**src/hw/timer_grb_defs.svh**
```systemverilog
// Offsets, field positions, reset values and wrap limits of the match-B and wrap status block
`ifndef TIMER_GRB_DEFS_SVH
`define TIMER_GRB_DEFS_SVH

// ----------------------------------------------------------------
// Register byte addresses on the Avalon slave
// ----------------------------------------------------------------
`define MATCH_B_OFFSET 3'h0
`define WRAP_OFFSET 3'h4

// ----------------------------------------------------------------
// Field positions inside each 8-bit register
// ----------------------------------------------------------------
`define FLAG_LSB 0
`define ENABLE_LSB 4
`define FIXED_HI_BIT 7
`define FIXED_LO_BIT 3

// ----------------------------------------------------------------
// Reset values and counter limits
// ----------------------------------------------------------------
`define STATUS_RESET 8'h88
`define ENABLE_RESET 3'h0
`define COUNT_TOP 16'hffff
`define COUNT_BOTTOM 16'h0000

`endif

```
**src/hw/timer_grb_pkg.sv**
```systemverilog
// Types shared by the match-B and wrap status block
package timer_grb_pkg;

  // ----------------------------------------------------------------
  // Bus access phase, Gray coded along request then answer
  // ----------------------------------------------------------------
  typedef enum logic [0:0] {
    ACC_IDLE = 1'b0,
    ACC_ANSWER = 1'b1
  } acc_phase_t;

  // One bit per timer channel
  typedef logic [2:0] chan_vec_t;

endpackage
```
**src/hw/flag_cell.sv**
```systemverilog
// One status flag with read-then-write-zero clearing
module flag_cell (
  input wire logic clk,
  input wire logic reset_n,
  input wire logic standby,
  input wire logic set_evt,
  input wire logic read_hit,
  input wire logic write_hit,
  input wire logic write_bit,
  output logic flag_q
);

  logic armed_q;

  // ----------------------------------------------------------------
  // Arm: a read that sees the flag high permits the next clear
  // ----------------------------------------------------------------
  // Any later write to the register's low byte uses up the arm, so a stale read cannot clear a new event
  always_ff @(posedge clk) begin
    if (!reset_n || standby) begin
      armed_q <= 1'b0;
    end else if (read_hit && flag_q) begin
      armed_q <= 1'b1;
    end else if (write_hit) begin
      armed_q <= 1'b0;
    end
  end

  // ----------------------------------------------------------------
  // Flag: set wins over a clearing write in the same cycle
  // ----------------------------------------------------------------
  always_ff @(posedge clk) begin
    if (!reset_n || standby) begin
      flag_q <= 1'b0;
    end else if (set_evt) begin
      flag_q <= 1'b1;
    end else if (write_hit && !write_bit && armed_q) begin
      flag_q <= 1'b0;
    end
  end
endmodule

```
**src/hw/timer_grb_overflow_irq_status.sv**
```systemverilog
// Match-B and counter wrap status, enables and interrupt requests of a three-channel timer
//
// Decided for this implementation: the register addresses and register access over Avalon-MM.
`include "timer_grb_defs.svh"

// Function
// - The match-B status register is eight bits that become 0x88 at reset and on standby.
// - The wrap status register is eight bits that become 0x88 at reset and on standby.
// - Bits 7 and 3 of both registers always read one and ignore writes.
// - A flag bit only takes a written zero, which clears it; a written one leaves it alone.
// - A flag clears only when the zero write follows a read that saw the flag at one.
// - In compare mode a channel's match-B flag sets when its counter steps onto the value of general register B.
// - In capture mode a channel's match-B flag sets when the counter is captured into register B.
// - Bits 6 to 4 of the match-B register enable the match-B requests of channels 2 to 0.
// - Bits 6 to 4 of the wrap register enable the wrap requests of channels 2 to 0.
// - Channel 2 wrap flag sets on a wrap from 0xFFFF to 0x0000 or from 0x0000 to 0xFFFF.
// - Only channel 2 wraps downward, and only in phase counting mode.
// - Channels 1 and 0 wrap flags set only on an upward wrap from 0xFFFF to 0x0000.
// - With flag direction zero both wrap directions set the channel 2 flag, with one only upward.
module timer_grb_overflow_irq_status (
  input wire logic clk,
  input wire logic reset_n,
  input wire logic standby,
  input wire logic [2:0] avs_address,
  input wire logic avs_read,
  input wire logic avs_write,
  input wire logic [31:0] avs_writedata,
  input wire logic [3:0] avs_byteenable,
  output logic [31:0] avs_readdata,
  output logic avs_waitrequest,
  input wire logic [15:0] count_reg_ch0,
  input wire logic [15:0] count_reg_ch1,
  input wire logic [15:0] count_reg_ch2,
  input wire logic [15:0] general_reg_b_ch0,
  input wire logic [15:0] general_reg_b_ch1,
  input wire logic [15:0] general_reg_b_ch2,
  input wire logic [2:0] grb_capture_mode,
  input wire logic [2:0] grb_capture_strobe,
  input wire logic phase_count_select,
  input wire logic wrap_flag_direction,
  output logic match_b_irq_ch0,
  output logic match_b_irq_ch1,
  output logic match_b_irq_ch2,
  output logic wrap_irq_ch0,
  output logic wrap_irq_ch1,
  output logic wrap_irq_ch2
);

  // ----------------------------------------------------------------
  // Declarations
  // ----------------------------------------------------------------
  timer_grb_pkg::acc_phase_t phase_q;
  logic [31:0] readdata_q;
  logic [15:0] count_w [3];
  logic [15:0] grb_w [3];
  logic [15:0] count_prev_q [3];
  timer_grb_pkg::chan_vec_t match_set;
  timer_grb_pkg::chan_vec_t up_wrap;
  timer_grb_pkg::chan_vec_t down_wrap;
  timer_grb_pkg::chan_vec_t wrap_set;
  timer_grb_pkg::chan_vec_t match_en_q;
  timer_grb_pkg::chan_vec_t wrap_en_q;
  timer_grb_pkg::chan_vec_t match_flag;
  timer_grb_pkg::chan_vec_t wrap_flag;
  logic [5:0] set_all;
  logic [5:0] flag_all;
  logic [7:0] match_reg_val;
  logic [7:0] wrap_reg_val;
  logic [7:0] read_mux;
  logic access_done;
  logic sel_match;
  logic sel_wrap;
  logic read_match;
  logic read_wrap;
  logic write_match;
  logic write_wrap;
  logic low_lane;
  logic ch2_down_allowed;

  // ----------------------------------------------------------------
  // Channel buses gathered into arrays for the per-channel loop
  // ----------------------------------------------------------------
  assign count_w[0] = count_reg_ch0;
  assign count_w[1] = count_reg_ch1;
  assign count_w[2] = count_reg_ch2;
  assign grb_w[0] = general_reg_b_ch0;
  assign grb_w[1] = general_reg_b_ch1;
  assign grb_w[2] = general_reg_b_ch2;

  // ----------------------------------------------------------------
  // Avalon slave: one wait cycle, then the answer
  // ----------------------------------------------------------------
  // The fixed wait state lets read data come from a flip-flop without a readdatavalid path
  always_ff @(posedge clk) begin
    if (!reset_n) begin
      phase_q <= timer_grb_pkg::ACC_IDLE;
    end else begin
      unique case (phase_q)
        timer_grb_pkg::ACC_IDLE: begin
          if (avs_read || avs_write) begin
            phase_q <= timer_grb_pkg::ACC_ANSWER;
          end
        end
        timer_grb_pkg::ACC_ANSWER: begin
          phase_q <= timer_grb_pkg::ACC_IDLE;
        end
      endcase
    end
  end

  // Request stalls in the idle phase and completes in the answer phase
  assign avs_waitrequest = (avs_read || avs_write) && (phase_q == timer_grb_pkg::ACC_IDLE);
  assign access_done = (phase_q == timer_grb_pkg::ACC_ANSWER);

  // Address decode; other addresses read as zero and drop writes
  assign sel_match = (avs_address == `MATCH_B_OFFSET);
  assign sel_wrap = (avs_address == `WRAP_OFFSET);
  assign low_lane = avs_byteenable[0];
  // Arm on the edge that latches read data, so that only a one the reader really saw can arm a clear
  // A flag set between latch and completion reads as zero and must stay unarmed
  assign read_match = !access_done && avs_read && sel_match;
  assign read_wrap = !access_done && avs_read && sel_wrap;
  assign write_match = access_done && avs_write && sel_match && low_lane;
  assign write_wrap = access_done && avs_write && sel_wrap && low_lane;

  // ----------------------------------------------------------------
  // Register views: fixed ones, enables and flags
  // ----------------------------------------------------------------
  assign match_reg_val = {1'b1, match_en_q, 1'b1, match_flag};
  assign wrap_reg_val = {1'b1, wrap_en_q, 1'b1, wrap_flag};

  // Read multiplexer, sampled into the data register while the bus waits
  always_comb begin
    read_mux = 8'h00;
    if (sel_match) begin
      read_mux = match_reg_val;
    end else if (sel_wrap) begin
      read_mux = wrap_reg_val;
    end
  end

  // Read data stands from the answer cycle until the next read
  always_ff @(posedge clk) begin
    if (!reset_n) begin
      readdata_q <= 32'h0000_0000;
    end else if (avs_read && phase_q == timer_grb_pkg::ACC_IDLE) begin
      readdata_q <= {24'h00_0000, read_mux};
    end
  end

  assign avs_readdata = readdata_q;

  // ----------------------------------------------------------------
  // Interrupt enable fields
  // ----------------------------------------------------------------
  always_ff @(posedge clk) begin
    if (!reset_n || standby) begin
      match_en_q <= `ENABLE_RESET;
    end else if (write_match) begin
      match_en_q <= avs_writedata[`ENABLE_LSB +: 3];
    end
  end

  always_ff @(posedge clk) begin
    if (!reset_n || standby) begin
      wrap_en_q <= `ENABLE_RESET;
    end else if (write_wrap) begin
      wrap_en_q <= avs_writedata[`ENABLE_LSB +: 3];
    end
  end

  // ----------------------------------------------------------------
  // Event detection per channel
  // ----------------------------------------------------------------
  // Downward wraps count only on channel 2 in phase counting with direction zero
  assign ch2_down_allowed = phase_count_select && !wrap_flag_direction;

  genvar c;
  generate
    for (c = 0; c < 3; c++) begin : g_chan
      // Previous counter value, used to see a wrap and a fresh match
      always_ff @(posedge clk) begin
        if (!reset_n || standby) begin
          count_prev_q[c] <= `COUNT_BOTTOM;
        end else begin
          count_prev_q[c] <= count_w[c];
        end
      end

      // Compare match fires once as the counter steps onto the register value
      assign match_set[c] = grb_capture_mode[c] ? grb_capture_strobe[c]
                            : (count_w[c] == grb_w[c]) && (count_w[c] != count_prev_q[c]);

      assign up_wrap[c] = (count_prev_q[c] == `COUNT_TOP) && (count_w[c] == `COUNT_BOTTOM);
      assign down_wrap[c] = (count_prev_q[c] == `COUNT_BOTTOM) && (count_w[c] == `COUNT_TOP);

      if (c == 2) begin : g_updown
        assign wrap_set[c] = up_wrap[c] || (down_wrap[c] && ch2_down_allowed);
      end else begin : g_up
        assign wrap_set[c] = up_wrap[c];
      end
    end
  endgenerate

  // ----------------------------------------------------------------
  // Status flags: three match-B then three wrap cells
  // ----------------------------------------------------------------
  assign set_all = {wrap_set, match_set};
  assign match_flag = flag_all[2:0];
  assign wrap_flag = flag_all[5:3];

  genvar f;
  generate
    for (f = 0; f < 6; f++) begin : g_flag
      flag_cell u_flag (
        .clk(clk),
        .reset_n(reset_n),
        .standby(standby),
        .set_evt(set_all[f]),
        .read_hit((f < 3) ? read_match : read_wrap),
        .write_hit((f < 3) ? write_match : write_wrap),
        .write_bit(avs_writedata[`FLAG_LSB + (f % 3)]),
        .flag_q(flag_all[f])
      );
    end
  endgenerate

  // ----------------------------------------------------------------
  // Interrupt requests: flag gated by enable
  // ----------------------------------------------------------------
  // Level requests; they fall as soon as software clears the flag or the enable
  assign match_b_irq_ch0 = match_flag[0] && match_en_q[0];
  assign match_b_irq_ch1 = match_flag[1] && match_en_q[1];
  assign match_b_irq_ch2 = match_flag[2] && match_en_q[2];
  assign wrap_irq_ch0 = wrap_flag[0] && wrap_en_q[0];
  assign wrap_irq_ch1 = wrap_flag[1] && wrap_en_q[1];
  assign wrap_irq_ch2 = wrap_flag[2] && wrap_en_q[2];
endmodule

```
**config.mk**
```make
export PLATFORM = sky130hd
export DESIGN_NAME = timer_grb_overflow_irq_status
export DESIGN_NICKNAME = d
export VERILOG_FILES = /design/src/hw/timer_grb_pkg.sv /design/src/hw/flag_cell.sv /design/src/hw/timer_grb_overflow_irq_status.sv
export VERILOG_INCLUDE_DIRS = /design/src /design/src/hw
export SDC_FILE = /design/constraint.sdc
export NUM_CORES = 1
export LEC_CHECK = 0
export BUFFER_PORTS_ARGS = -buffer_cell sky130_fd_sc_hd__buf_4
export CORE_MARGIN = 2
export CORE_UTILIZATION = 51
export CTS_CLUSTER_SIZE = 12
export DETAILED_ROUTE_END_ITERATION = 10
export MAX_ROUTING_LAYER = met4
export PLACE_DENSITY = 0.86
export SYNTH_ARGS = -nofsm -noshare
export SYNTH_HDL_FRONTEND = slang
export SYNTH_HIERARCHICAL = 1
export SYNTH_SLANG_ARGS = --single-unit
export TNS_END_PERCENT = 1
```
**constraint.sdc**
```tcl
create_clock -name clk -period 5.4 [get_ports clk]
set_input_delay 0.27 -clock clk [delete_from_list [all_inputs] [get_ports clk]]
set_output_delay 0.27 -clock clk [all_outputs]
set_load 0.02 [all_outputs]
```
==> out/results.txt <==
Max Fanout on Critical Path: 3
max-cap viol count: 0
ANT cells: 0
hold slack: 0.177 ns
P per Cell Area: 239 mW/mm^2
Synth Area in Compound Gates: 2.96%
clk root buf: clkbuf_8
Post-synth EDFFs: 0
FILL cells: 598
Fin. Hold Viols: 0
Resize count post-CTS: 0
RSZ-0062 raised after global routing: false
core area: 0.00769 mm^2
Worst Skew: 0.00991 ns
fin. max-slew vios: 0
Post-Synth XOR/XNOR Area: 21.0%
Final Net Count: 710
std cell rows: 32
clk_lat worst skew: 0.34 ns
Inst Count DP: 653
HP Class: input port to flip-flop
Final ANT Viol Nets: 0
largest net degree at the start of global routing: 26
Post-Syn Area: 0.00401 mm^2
Synth area leader: dfxtp_1
Max clock buf depth: 2
FMAX: 529 MHz
Initial Utilization: 52.2%
Hold Buf Count CTS: 0
simple-gate share of the synthesized area: 30.3%
Synth Area in Adders: 0%
Synth area leaders: dfxtp_1 37%, xnor2_1 10%, xor2_1 10%
Avg Vias per Cell: 5.29
worst path cell trace: or4_1 -> nor4_1 -> nand4_1 -> o22ai_2 -> and4bb_1 -> nor3_2
total wire length: 9.89 mm
crit path buf inv count: 0
combinational family with the most area after synthesis: simple AND/OR/NAND/NOR gates
Area growth, synth to finish: 30.5%
number of global-route vias before repair: 3495
DR vias: 3536
antenna violations before repair: 0
Worst Path Required: 5.67 ns
Final min period: 1.89 ns
PnR worst setup slack: 3.51 ns
H-tree levels: 3
Die Area: 0.00859 mm^2
height of the die: 92.7 um
port bufs: 133
Crit-path slowest cell: or4_1
GR Overflow Total: 0
Top Ports: 187
worst slew margin relative to its limit: 46.3%
CP arrival: 2.16 ns
status: completed
max incr delay on CP: 0.54 ns
post-route insts no fill: 669
# clock sinks: 74
syn_area_per_cell: 9.41 um^2
Crit Path Class: flip-flop to flip-flop
die width: 92.7 um
Leak: 0.00217 uW
register clock-pin slew on the reported worst setup and hold paths: 0.07 ns
Critical Path Start Type: flip-flop
Place WS: 3.24 ns
Final TNS setup: 0 ns
CTS buffer count: 9
Top FF cell, synth: dfxtp_1
core utilization of the finished layout: 68.1%
Distinct cells, synth: 30
Worst Max-Slew Pin Slew: 0.798 ns
initial DRC count: 126
GR Util All Layers: 23.8%
period utilization: 35.0%
post-synthesis mux area share: 3.18%
# DRC: 0
Post-CTS Setup Bufs: 0
CTS tree: yes
hpwl dp: 7.81 mm
post-synth top area share: 36.9%
register area share after synthesis: 36.9%
Async S/R FF share, synth: 0%
crit-path leading delay family: simple AND/OR/NAND/NOR gates
Reg2Reg Setup Slack: 3.51 ns
endpoint class of the critical path: flip-flop
DRT Pass-1 Iters: 4
register bit total from synthesis: 74
RD Place Congestion: 0.877
share of post-route cells with drive strength above 1: 28.7%
cells after synthesis: 426
footprint of the multi-input gates: 0.00240 mm^2
post-DR wirelength/cell: 14.8 um
# setup viols final: 0
worst vdd ir: 0.000135 V
first-pass GRT wire length: 16.0 mm
Reg area: 0.00148 mm^2
Yosys Warn Count: 6
[report_power, final]
part / total [uW] / internal (uW) / switching [uW] / leakage (uW)
clock: 459 / 265 / 194 / 0.000110
sequential: 575 / 562 / 13.1 / 0.000604
combinational: 216 / 113 / 103 / 0.00145
total: 1250 / 940 / 310 / 0.00217
[final timing paths]
| check | start | to | depth (start not counted) |
|---|---|---|---|
| worst max-delay path | count_prev_q[2][9] | g_flag[5].u_flag/flag_q | 6 |
| worst min-delay path | count_reg_ch1[14] | count_prev_q[1][14] | 2 |
| worst max register to register | count_prev_q[2][9] | g_flag[5].u_flag/flag_q | 6 |
| worst min register to register | g_flag[5].u_flag/armed_q | g_flag[5].u_flag/armed_q | 2 |
[cells in the mapped netlist (2+ instances only)]
| master | n |
|---|---|
| inv_1 | 2 |
| a21oi_1 | 7 |
| o41ai_1 | 3 |
| xnor2_1 | 48 |
| nor4_1 | 27 |
| and4bb_1 | 6 |
| nand2_1 | 10 |
| nand4_1 | 32 |
| and2_1 | 56 |
| mux2i_1 | 6 |
| nor2_1 | 15 |
| a22oi_1 | 6 |
| xor2_1 | 48 |
| nand3_1 | 2 |
| or4_1 | 3 |
| nor3_1 | 4 |
| buf_4 | 25 |
| nor3_2 | 7 |
| nand2b_1 | 14 |
| clkbuf_1 | 7 |
| dfxtp_1 | 74 |
| nor2b_1 | 9 |
| nor4b_1 | 3 |
| mux2_2 | 6 |
[kinds of logic after synthesis]
logic type,count (synthesis)
xor gates and xnor gates,96
buffers and inverters,34
AOI/OAI and AO/OA,17
DFF,74
muxes,12
other,1
and+or+nand+nor,192
[area by class of cell]
type                       count  share of cell area, %
timing repair buffer         134                   19.2
inverter                       2                  0.143
sequential                    74                   28.3
tap                          102                   2.44
clock buffer                  15                   3.56
multi-input combinational    341                   45.8
clock inverter                 1                  0.574
[stage by stage]
step / power, uW / area [um^2]
global placement: 796 / 5020
detailed placement: 803 / 5020
floorplan: 699 / 4100
CTS: 1250 / 5240
finish: 1250 / 5240
global route: 1300 / 5240
[flip-flops by register name (all words and copies together) (netlist names)]
| signal | count |
|---|---|
| count_prev_q | 48 |
| avs_readdata | 7 |
| g_flag.u_flag/armed_q | 6 |
| g_flag.u_flag/flag_q | 6 |
| match_en_q | 3 |
| wrap_en_q | 3 |
| access_done | 1 |
[cell usage in the layout, fill, tap and decap left out, drive strengths merged, types with 6 or more instances in the layout]
master	count
buf	134
mux2	6
a22oi	6
and4bb	6
nand2b	14
nand2	10
nor2	15
xnor2	48
dfxtp	74
nor4	27
conb	24
and2	56
nor2b	9
mux2i	6
nor3	11
a21oi	7
nand4	32
xor2	48
clkbuf	15
[layer usage]
metal,up-vias,global-route usage (%),wire length [um]
met5,-,-,0
met4,0,7.23,123
met3,14,4.96,637
met2,150,41.1,4960
met1,1659,27.9,4170
li1,1713,-,-
(Power assumes the default switching activity.)
